===== src/sdl_pkg.sv =====
/*
  sdl_pkg: constants shared by the serial converter input latch.
  assumes: nothing beyond a SystemVerilog compiler.
*/
package sdl_pkg;

  localparam int unsigned       SDL_WORD_BITS   = 16;
  localparam int unsigned       SDL_CNT_BITS    = 5;
  localparam logic [15:0]       SDL_MIDCODE     = 16'h0000;
  localparam logic [15:0]       SDL_LATCH_RESET = 16'h0000;
  localparam logic [4:0]        SDL_CNT_RESET   = 5'h00;
  localparam logic [4:0]        SDL_CNT_FULL    = 5'h10;
  localparam logic [1:0]        SDL_SYNC_RESET  = 2'h3;

  typedef enum logic [1:0] {
    SDL_IDLE,
    SDL_SHIFT,
    SDL_DONE
  } sdl_state_t;

endpackage : sdl_pkg


===== src/sdl_input_latch.sv =====
/*
  sdl_input_latch: serial word receiver and converter latch.
  assumes: link pins arrive asynchronously; bit clock well below core_clk_i/4.
*/
// Contract
// a word is 16 bits, twos complement, most significant bit first.
// after select falls, each rising bit-clock edge shifts the data bit in, msb first.
// after the 16th rising edge, the next falling edge moves the word into the latch.
// after the latch update further bit-clock edges are ignored until select cycles.
// a select falling edge restarts reception with an empty bit count.
// select rising before the update discards the partial word, latch unchanged.
// while select is high, bit clock and data are ignored.
// clear low in the 16th bit cycle loads midcode on the 16th falling edge.
// clear high in the 16th bit cycle loads the shifted word on that edge.
// releasing clear mid-transfer leaves midcode held until the next update.
// clear does not disturb shifting; bits received meanwhile are kept.
// latch codes 7FFF full positive, 4000 half, 0000 zero, BFFF and 8000 negative.
// the host keeps the bit clock at or below 50 MHz.
// host correction indexes a 1025-entry table by the top ten code bits.
// host corrected code is entry plus difference times six low bits, shifted right 6.
// after reset the latch holds midcode and the bit count is clear.
`timescale 1ns/100ps
module sdl_input_latch
  import sdl_pkg::*;
#(
  parameter int unsigned WORD_BITS = SDL_WORD_BITS
) (
  input  wire logic        core_clk_i,
  input  wire logic        rst_b_i,
  input  wire logic        select_n_i,
  input  wire logic        bit_clk_i,
  input  wire logic        serial_in_line_i,
  input  wire logic        force_midcode_n_i,
  output logic [15:0]      latch_code_o,
  output logic             latch_update_o,
  output logic             busy_o
);

  ////////////////////////////////////////////////////////////////////////////
  // pin synchronisers

  logic sel_s;
  logic sclk_s;
  logic serial_in_line_s;
  logic clr_s;

  sdl_sync #(.RESET_VAL(1'b1)) u_sync_sel (
    .core_clk_i (core_clk_i),
    .rst_b_i    (rst_b_i),
    .async_i    (select_n_i),
    .sync_o     (sel_s)
  );

  sdl_sync #(.RESET_VAL(1'b0)) u_sync_sclk (
    .core_clk_i (core_clk_i),
    .rst_b_i    (rst_b_i),
    .async_i    (bit_clk_i),
    .sync_o     (sclk_s)
  );

  sdl_sync #(.RESET_VAL(1'b0)) u_sync_serial_in_line (
    .core_clk_i (core_clk_i),
    .rst_b_i    (rst_b_i),
    .async_i    (serial_in_line_i),
    .sync_o     (serial_in_line_s)
  );

  sdl_sync #(.RESET_VAL(1'b1)) u_sync_clr (
    .core_clk_i (core_clk_i),
    .rst_b_i    (rst_b_i),
    .async_i    (force_midcode_n_i),
    .sync_o     (clr_s)
  );

  ////////////////////////////////////////////////////////////////////////////
  // edge detection

  logic sel_d;
  logic sclk_d;

  always_ff @(posedge core_clk_i or negedge rst_b_i) begin
    if (!rst_b_i) begin
      sel_d  <= 1'b1;
      sclk_d <= 1'b0;
    end else begin
      sel_d  <= sel_s;
      sclk_d <= sclk_s;
    end
  end

  logic sel_fall;
  logic sclk_rise;
  logic sclk_fall;

  assign sel_fall  = sel_d & ~sel_s;
  assign sclk_rise = ~sel_s & ~sclk_d & sclk_s;
  assign sclk_fall = ~sel_s & sclk_d & ~sclk_s;

  ////////////////////////////////////////////////////////////////////////////
  // receive sequencer

  sdl_state_t state;
  logic [4:0] bit_cnt;
  logic [15:0] shift_reg;
  logic        clr_in_16th;
  logic        do_update;

  assign do_update = (state == SDL_SHIFT) && (bit_cnt == SDL_CNT_FULL) && sclk_fall;

  always_ff @(posedge core_clk_i or negedge rst_b_i) begin
    if (!rst_b_i) begin
      state <= SDL_IDLE;
    end else begin
      case (state)
        SDL_IDLE: begin
          if (sel_fall) begin
            state <= SDL_SHIFT;
          end
        end
        SDL_SHIFT: begin
          if (sel_s) begin
            state <= SDL_IDLE;
          end else if (do_update) begin
            state <= SDL_DONE;
          end
        end
        SDL_DONE: begin
          if (sel_s) begin
            state <= SDL_IDLE;
          end
        end
        default: begin
          state <= SDL_IDLE;
        end
      endcase
    end
  end

  always_ff @(posedge core_clk_i or negedge rst_b_i) begin
    if (!rst_b_i) begin
      bit_cnt <= SDL_CNT_RESET;
    end else if (sel_fall) begin
      bit_cnt <= SDL_CNT_RESET;
    end else if (state == SDL_SHIFT && sclk_rise && bit_cnt != SDL_CNT_FULL) begin
      bit_cnt <= bit_cnt + 5'h01;
    end
  end

  // shifting is independent of clear
  always_ff @(posedge core_clk_i or negedge rst_b_i) begin
    if (!rst_b_i) begin
      shift_reg <= SDL_LATCH_RESET;
    end else if (state == SDL_SHIFT && sclk_rise && bit_cnt != SDL_CNT_FULL) begin
      shift_reg <= {shift_reg[14:0], serial_in_line_s};
    end
  end

  // clear sampled from the 16th rising edge until the update
  always_ff @(posedge core_clk_i or negedge rst_b_i) begin
    if (!rst_b_i) begin
      clr_in_16th <= 1'b0;
    end else if (sel_fall) begin
      clr_in_16th <= 1'b0;
    end else if (state == SDL_SHIFT && bit_cnt == 5'h0F && sclk_rise) begin
      clr_in_16th <= ~clr_s;
    end else if (state == SDL_SHIFT && bit_cnt == SDL_CNT_FULL && !clr_s) begin
      clr_in_16th <= 1'b1;
    end
  end

  ////////////////////////////////////////////////////////////////////////////
  // converter latch

  always_ff @(posedge core_clk_i or negedge rst_b_i) begin
    if (!rst_b_i) begin
      latch_code_o <= SDL_MIDCODE;
    end else if (do_update) begin
      if (clr_in_16th) begin
        latch_code_o <= SDL_MIDCODE;
      end else begin
        latch_code_o <= shift_reg;
      end
    end
  end

  always_ff @(posedge core_clk_i or negedge rst_b_i) begin
    if (!rst_b_i) begin
      latch_update_o <= 1'b0;
      busy_o         <= 1'b0;
    end else begin
      latch_update_o <= do_update;
      busy_o         <= (state == SDL_SHIFT) && !sel_s;
    end
  end

endmodule : sdl_input_latch


===== src/sdl_sync.sv =====
/*
  sdl_sync: two-flop synchroniser for one asynchronous level.
  assumes: input comes from outside core_clk_i's domain.
*/
`timescale 1ns/100ps
module sdl_sync #(
  parameter logic RESET_VAL = 1'b0
) (
  input  wire logic core_clk_i,
  input  wire logic rst_b_i,
  input  wire logic async_i,
  output logic      sync_o
);

  logic meta;

  always_ff @(posedge core_clk_i or negedge rst_b_i) begin
    if (!rst_b_i) begin
      meta   <= RESET_VAL;
      sync_o <= RESET_VAL;
    end else begin
      meta   <= async_i;
      sync_o <= meta;
    end
  end

endmodule : sdl_sync


===== config.mk =====
export PLATFORM = sky130hd
export DESIGN_NAME = sdl_input_latch
export DESIGN_NICKNAME = d
export VERILOG_FILES = /design/src/sdl_pkg.sv /design/src/sdl_input_latch.sv /design/src/sdl_sync.sv
export SDC_FILE = /design/constraint.sdc
export NUM_CORES = 1
export LEC_CHECK = 0
export BUFFER_PORTS_ARGS = -buffer_cell sky130_fd_sc_hd__buf_2
export CORE_AREA = 5 5 64 77
export DETAILED_ROUTE_END_ITERATION = 7
export DIE_AREA = 0 0 69 82
export MAX_ROUTING_LAYER = met4
export PLACE_DENSITY = 0.73
export SLEW_MARGIN = 5
export SYNTH_ARGS = -nofsm -noshare
export SYNTH_HDL_FRONTEND = slang
export SYNTH_SLANG_ARGS = --single-unit
export TNS_END_PERCENT = 100

===== constraint.sdc =====
create_clock -name core_clk_i -period 3.54 [get_ports core_clk_i]
set_input_delay 0.885 -clock core_clk_i [delete_from_list [all_inputs] [get_ports core_clk_i]]
set_output_delay 0.885 -clock core_clk_i [all_outputs]
set_load 0.01 [all_outputs]

==> impl_metrics.xml <==
<?xml version="1.0" encoding="UTF-8"?>
<metrics>
  <group name="critical_path">
    <metric name="worst-endpoint-arrival" unit="ps">2420</metric>
    <metric name="reg2reg_setup_slack" unit="ps">1300</metric>
    <metric name="critical_path.max_fanout" unit="">16</metric>
    <metric name="worst_ep_required_time" unit="ps">3730</metric>
    <metric name="cp_top_family" unit="">simple AND/OR/NAND/NOR gates</metric>
    <metric name="slowest_delay" unit="ps">790</metric>
    <metric name="crit_chain" unit="">or3b_1 &gt; nor3_4 &gt; mux2_2</metric>
    <metric name="critical_path.n_buffers_inverters" unit="">0</metric>
    <metric name="setup.worst_path.class" unit="">flop to flop</metric>
    <metric name="start_kind" unit="">flop</metric>
    <metric name="crit_slowest_cell" unit="">sky130_fd_sc_hd__nor3_4</metric>
    <metric name="rr_endpoint" unit="">shift_reg[13]$_DFFE_PN0P_</metric>
    <metric name="worst-r2r-cell-count" unit="">3</metric>
    <metric name="rr_startpoint" unit="">state[1]$_DFFE_PN0P_</metric>
    <metric name="worst_setup_path_end_kind" unit="">flop</metric>
  </group>
  <group name="timing">
    <metric name="period_needed" unit="ps">2240</metric>
    <metric name="grt_setup_unrepaired" unit="">no</metric>
    <metric name="timing.max_slew.rel_slack" unit="%">27.9</metric>
    <metric name="final-max-slew-violation-count" unit="">0</metric>
    <metric name="final_hold_violations" unit="">0</metric>
    <metric name="fin_setup_tns" unit="ps">0</metric>
    <metric name="tightestPinTransition" unit="ps">1080</metric>
    <metric name="clock_skew" unit="ps">8.40</metric>
    <metric name="max_freq" unit="MHz">447</metric>
    <metric name="final_min_period_over_clock_period" unit="%">63.2</metric>
    <metric name="setup_failing_eps_final" unit="">0</metric>
  </group>
  <group name="logic_synthesis">
    <metric name="synthArstFlopShare" unit="%">100</metric>
    <metric name="yosys_most_used_dff" unit="">sky130_fd_sc_hd__dfrtp_1</metric>
    <metric name="post_synth_num_cell_types" unit="">34</metric>
    <metric name="synth.yosys.seq_area_share" unit="%">60.0</metric>
    <metric name="yosys.area.top_type" unit="">sky130_fd_sc_hd__dfrtp_1</metric>
    <metric name="netlist_area_before_placement" unit="sq mm">0.00218</metric>
    <metric name="number_of_enable_type_register_cells_in_the_synthesized_netlist" unit="">0</metric>
    <metric name="mean_post_synth_cell_area" unit="sq um">14.2</metric>
    <metric name="synth-seq-cells" unit="">52</metric>
    <metric name="netlist_instances" unit="">153</metric>
    <metric name="post-synth-top-count-cell" unit="">sky130_fd_sc_hd__dfrtp_1</metric>
    <metric name="most_instantiated_cells_after_synthesis" unit="">sky130_fd_sc_hd__dfrtp_1, sky130_fd_sc_hd__mux2_2, sky130_fd_sc_hd__nor2b_1</metric>
    <metric name="netlist.area_leader.share" unit="%">54.0</metric>
    <metric name="ys_warn_count" unit="">0</metric>
    <metric name="syn-num-nets" unit="">162</metric>
    <metric name="ys_top_cells_by_area" unit="">sky130_fd_sc_hd__dfrtp_1, sky130_fd_sc_hd__mux2_2, sky130_fd_sc_hd__mux2_4</metric>
  </group>
  <group name="global_routing">
    <metric name="globalRoute.totalOverflow" unit="">0</metric>
    <metric name="global_route_wire_length_before_repair" unit="mm">5.88</metric>
    <metric name="grt_pass1_vias" unit="">1222</metric>
    <metric name="grt_max_degree" unit="">53</metric>
    <metric name="grt_antenna_before_repair" unit="">0</metric>
    <metric name="grt.total_usage" unit="%">13.6</metric>
  </group>
  <group name="clock_network">
    <metric name="tritoncts.num_buffers" unit="">5</metric>
    <metric name="cts-hold-fix-buffers" unit="">0</metric>
    <metric name="worstSkewPairLatency" unit="ps">300</metric>
    <metric name="post_cts_sizing_count" unit="">0</metric>
    <metric name="cts_num_sinks" unit="">52</metric>
    <metric name="htreeDepth" unit="">2</metric>
    <metric name="cts.repair_timing.setup_buffer_count" unit="">0</metric>
    <metric name="root_buffer" unit="">sky130_fd_sc_hd__clkbuf_8</metric>
    <metric name="clk_pin_slew_worst_paths" unit="ps">90</metric>
    <metric name="cts_tree" unit="">done</metric>
    <metric name="clock_path_buffers" unit="">2</metric>
  </group>
  <group name="routing">
    <metric name="drt_wl_total" unit="mm">3.42</metric>
    <metric name="drt-initial-drc-count" unit="">60</metric>
    <metric name="met3_wirelength" unit="um">140</metric>
    <metric name="highest-signal-layer" unit="">met4</metric>
    <metric name="wirelength_met1" unit="mm">1.49</metric>
    <metric name="num_vias" unit="">1212</metric>
    <metric name="antenna_violating_nets_post_route" unit="">0</metric>
    <metric name="route.detailed.wl_per_inst" unit="um">14.6</metric>
    <metric name="vias_per_cell" unit="">5.16</metric>
    <metric name="met2_length" unit="mm">1.75</metric>
    <metric name="first_pass_detailed_route_iteration_total" unit="">4</metric>
    <metric name="drt_drc_violations_left" unit="">0</metric>
  </group>
  <group name="floorplan">
    <metric name="initial_core_util" unit="%">52.3</metric>
    <metric name="fp-row-count" unit="">26</metric>
    <metric name="core_area" unit="sq mm">0.00416</metric>
    <metric name="ioPinCount" unit="">24</metric>
    <metric name="die_h" unit="um">82</metric>
    <metric name="fp.dieArea" unit="sq mm">0.00566</metric>
    <metric name="die_width" unit="um">69</metric>
  </group>
  <group name="power">
    <metric name="seq_power_share" unit="%">60.7</metric>
    <metric name="powerDensity" unit="mW/mm^2">437</metric>
    <metric name="p_leak" unit="nW">1.25</metric>
    <metric name="cell_internal_pwr" unit="uW">813</metric>
    <metric name="design_power_total" unit="mW">1.05</metric>
    <metric name="netSwitchingFraction" unit="%">22.9</metric>
    <metric name="vdd_drop_max" unit="mV">0.377</metric>
    <metric name="comb_power_share" unit="%">6.5</metric>
    <metric name="psw" unit="uW">241</metric>
    <metric name="p_clk_share" unit="%">32.8</metric>
  </group>
  <group name="cells_and_area">
    <metric name="post_route_cells_drive_above_1_share" unit="%">39.7</metric>
    <metric name="layout_nets" unit="">187</metric>
    <metric name="number_of_filler_instances_in_the_final_layout" unit="">380</metric>
    <metric name="n_antenna_cell" unit="">0</metric>
    <metric name="area.growth.synth_to_final" unit="%">10.9</metric>
  </group>
  <group name="flow_run">
    <metric name="drv.max_cap_violation_count" unit="">0</metric>
  </group>
  <group name="min_path">
    <metric name="class_of_the_tightest_hold_or_removal_check" unit="">flop to flop</metric>
    <metric name="timing.hold.worst_endpoint" unit="">u_sync_sclk.sync_o$_DFF_PN0_</metric>
    <metric name="whs_path_depth" unit="">0</metric>
    <metric name="hp-start" unit="">u_sync_sclk.meta$_DFF_PN0_</metric>
  </group>
  <group name="placed_design">
    <metric name="place_congestion" unit="">0.863</metric>
    <metric name="place.port_buffers" unit="">23</metric>
    <metric name="dp.final_hpwl" unit="mm">2.37</metric>
  </group>
  <group name="status">
    <metric name="run_status" unit="">finished clean</metric>
  </group>
</metrics>
power by group through the flow:
stage	registers, mW	clock network, mW	logic, mW
6_report	0.640	0.346	0.0686
5_1_grt	0.644	0.376	0.0781
4_1_cts	0.640	0.351	0.0705
3_5_place_dp	0.652	0	0.0700
3_3_place_gp	0.650	0	0.0674
2_1_floorplan	0.644	0	0.0492
cells by family (layout without fill, tap and decap cells):
group	Yosys count	count (layout)	share of synthesized area, %
AND/OR/NAND/NOR	42	42	12.6
buffers and inverters	14	40	3.62
adder cells (fa/ha/maj)	3	3	1.72
AO/OA/AOI/OAI	7	7	2.35
flip-flops	52	52	60.0
multiplexers	35	35	19.6
cells in the final DEF (no fill, tap or decap), types with 3 or more instances in the layout:
master / synthesis / layout
sky130_fd_sc_hd__mux2i_1: 3 / 3
sky130_fd_sc_hd__mux2_4: 10 / 10
sky130_fd_sc_hd__nor2b_1: 17 / 17
sky130_fd_sc_hd__nand2b_1: 4 / 4
sky130_fd_sc_hd__dfrtp_1: 47 / 47
sky130_fd_sc_hd__ha_1: 3 / 3
sky130_fd_sc_hd__mux2_2: 21 / 21
sky130_fd_sc_hd__nand2_1: 6 / 6
sky130_fd_sc_hd__buf_2: 2 / 23
sky130_fd_sc_hd__dfstp_2: 5 / 5
sky130_fd_sc_hd__inv_1: 8 / 8
sky130_fd_sc_hd__clkbuf_8: 0 / 6
how the worst max path moves through the flow:
stage | depth (start not counted) | slack [ps] | from | to
after CTS | 3 | 1290 | u_sync_sel.sync_o$_DFF_PN1_ | shift_reg[13]$_DFFE_PN0P_
final | 3 | 1300 | state[1]$_DFFE_PN0P_ | shift_reg[13]$_DFFE_PN0P_
after global routing | 6 | 1190 | bit_cnt[0]$_DFFE_PN0P_ | shift_reg[1]$_DFFE_PN0P_
after global placement | 3 | 1370 | u_sync_sel.sync_o$_DFF_PN1_ | shift_reg[15]$_DFFE_PN0P_
after detailed placement | 3 | 1310 | u_sync_sel.sync_o$_DFF_PN1_ | shift_reg[12]$_DFFE_PN0P_
after floorplan | 5 | 1710 | u_sync_sel.sync_o$_DFF_PN1_ | shift_reg[2]$_DFFE_PN0P_
stage by stage:
| stage | util [%] | setup WS (ps) | area [sq um] | cells | hold slack [ps] |
|---|---|---|---|---|---|
| after floorplan | - | 1710 | 2180 | 153 | 331 |
| after global placement | 55.8 | 1370 | 2320 | 227 | 332 |
| after detailed placement | 55.8 | 1310 | 2320 | 227 | 337 |
| after CTS | 58.0 | 1290 | 2420 | 235 | 358 |
| after global routing | 58.0 | 1190 | 2420 | 235 | 371 |
| final | 58.0 | 1300 | 2420 | 235 | 356 |
final cells by class:
class                   instances  area [sq um]  share of cell area (%)
inverters                       8          30.0                    1.24
clock buffers                   7          86.3                    3.57
repair buffers                 24           123                    5.08
flip-flops and latches         52          1310                    54.1
multi-input cells              87           792                    32.8
clock inverters                 1          7.51                   0.311
well taps                      56          70.1                    2.90
per-layer routing:
layer | vias up | GRT usage (%)
met4 | 0 | 3.52
met3 | 4 | 4.16
met2 | 23 | 23.2
li1 | 571 | -
met1 | 614 | 15.9
met5 | - | -
No activity file was read; power rests on OpenSTA's default activity.
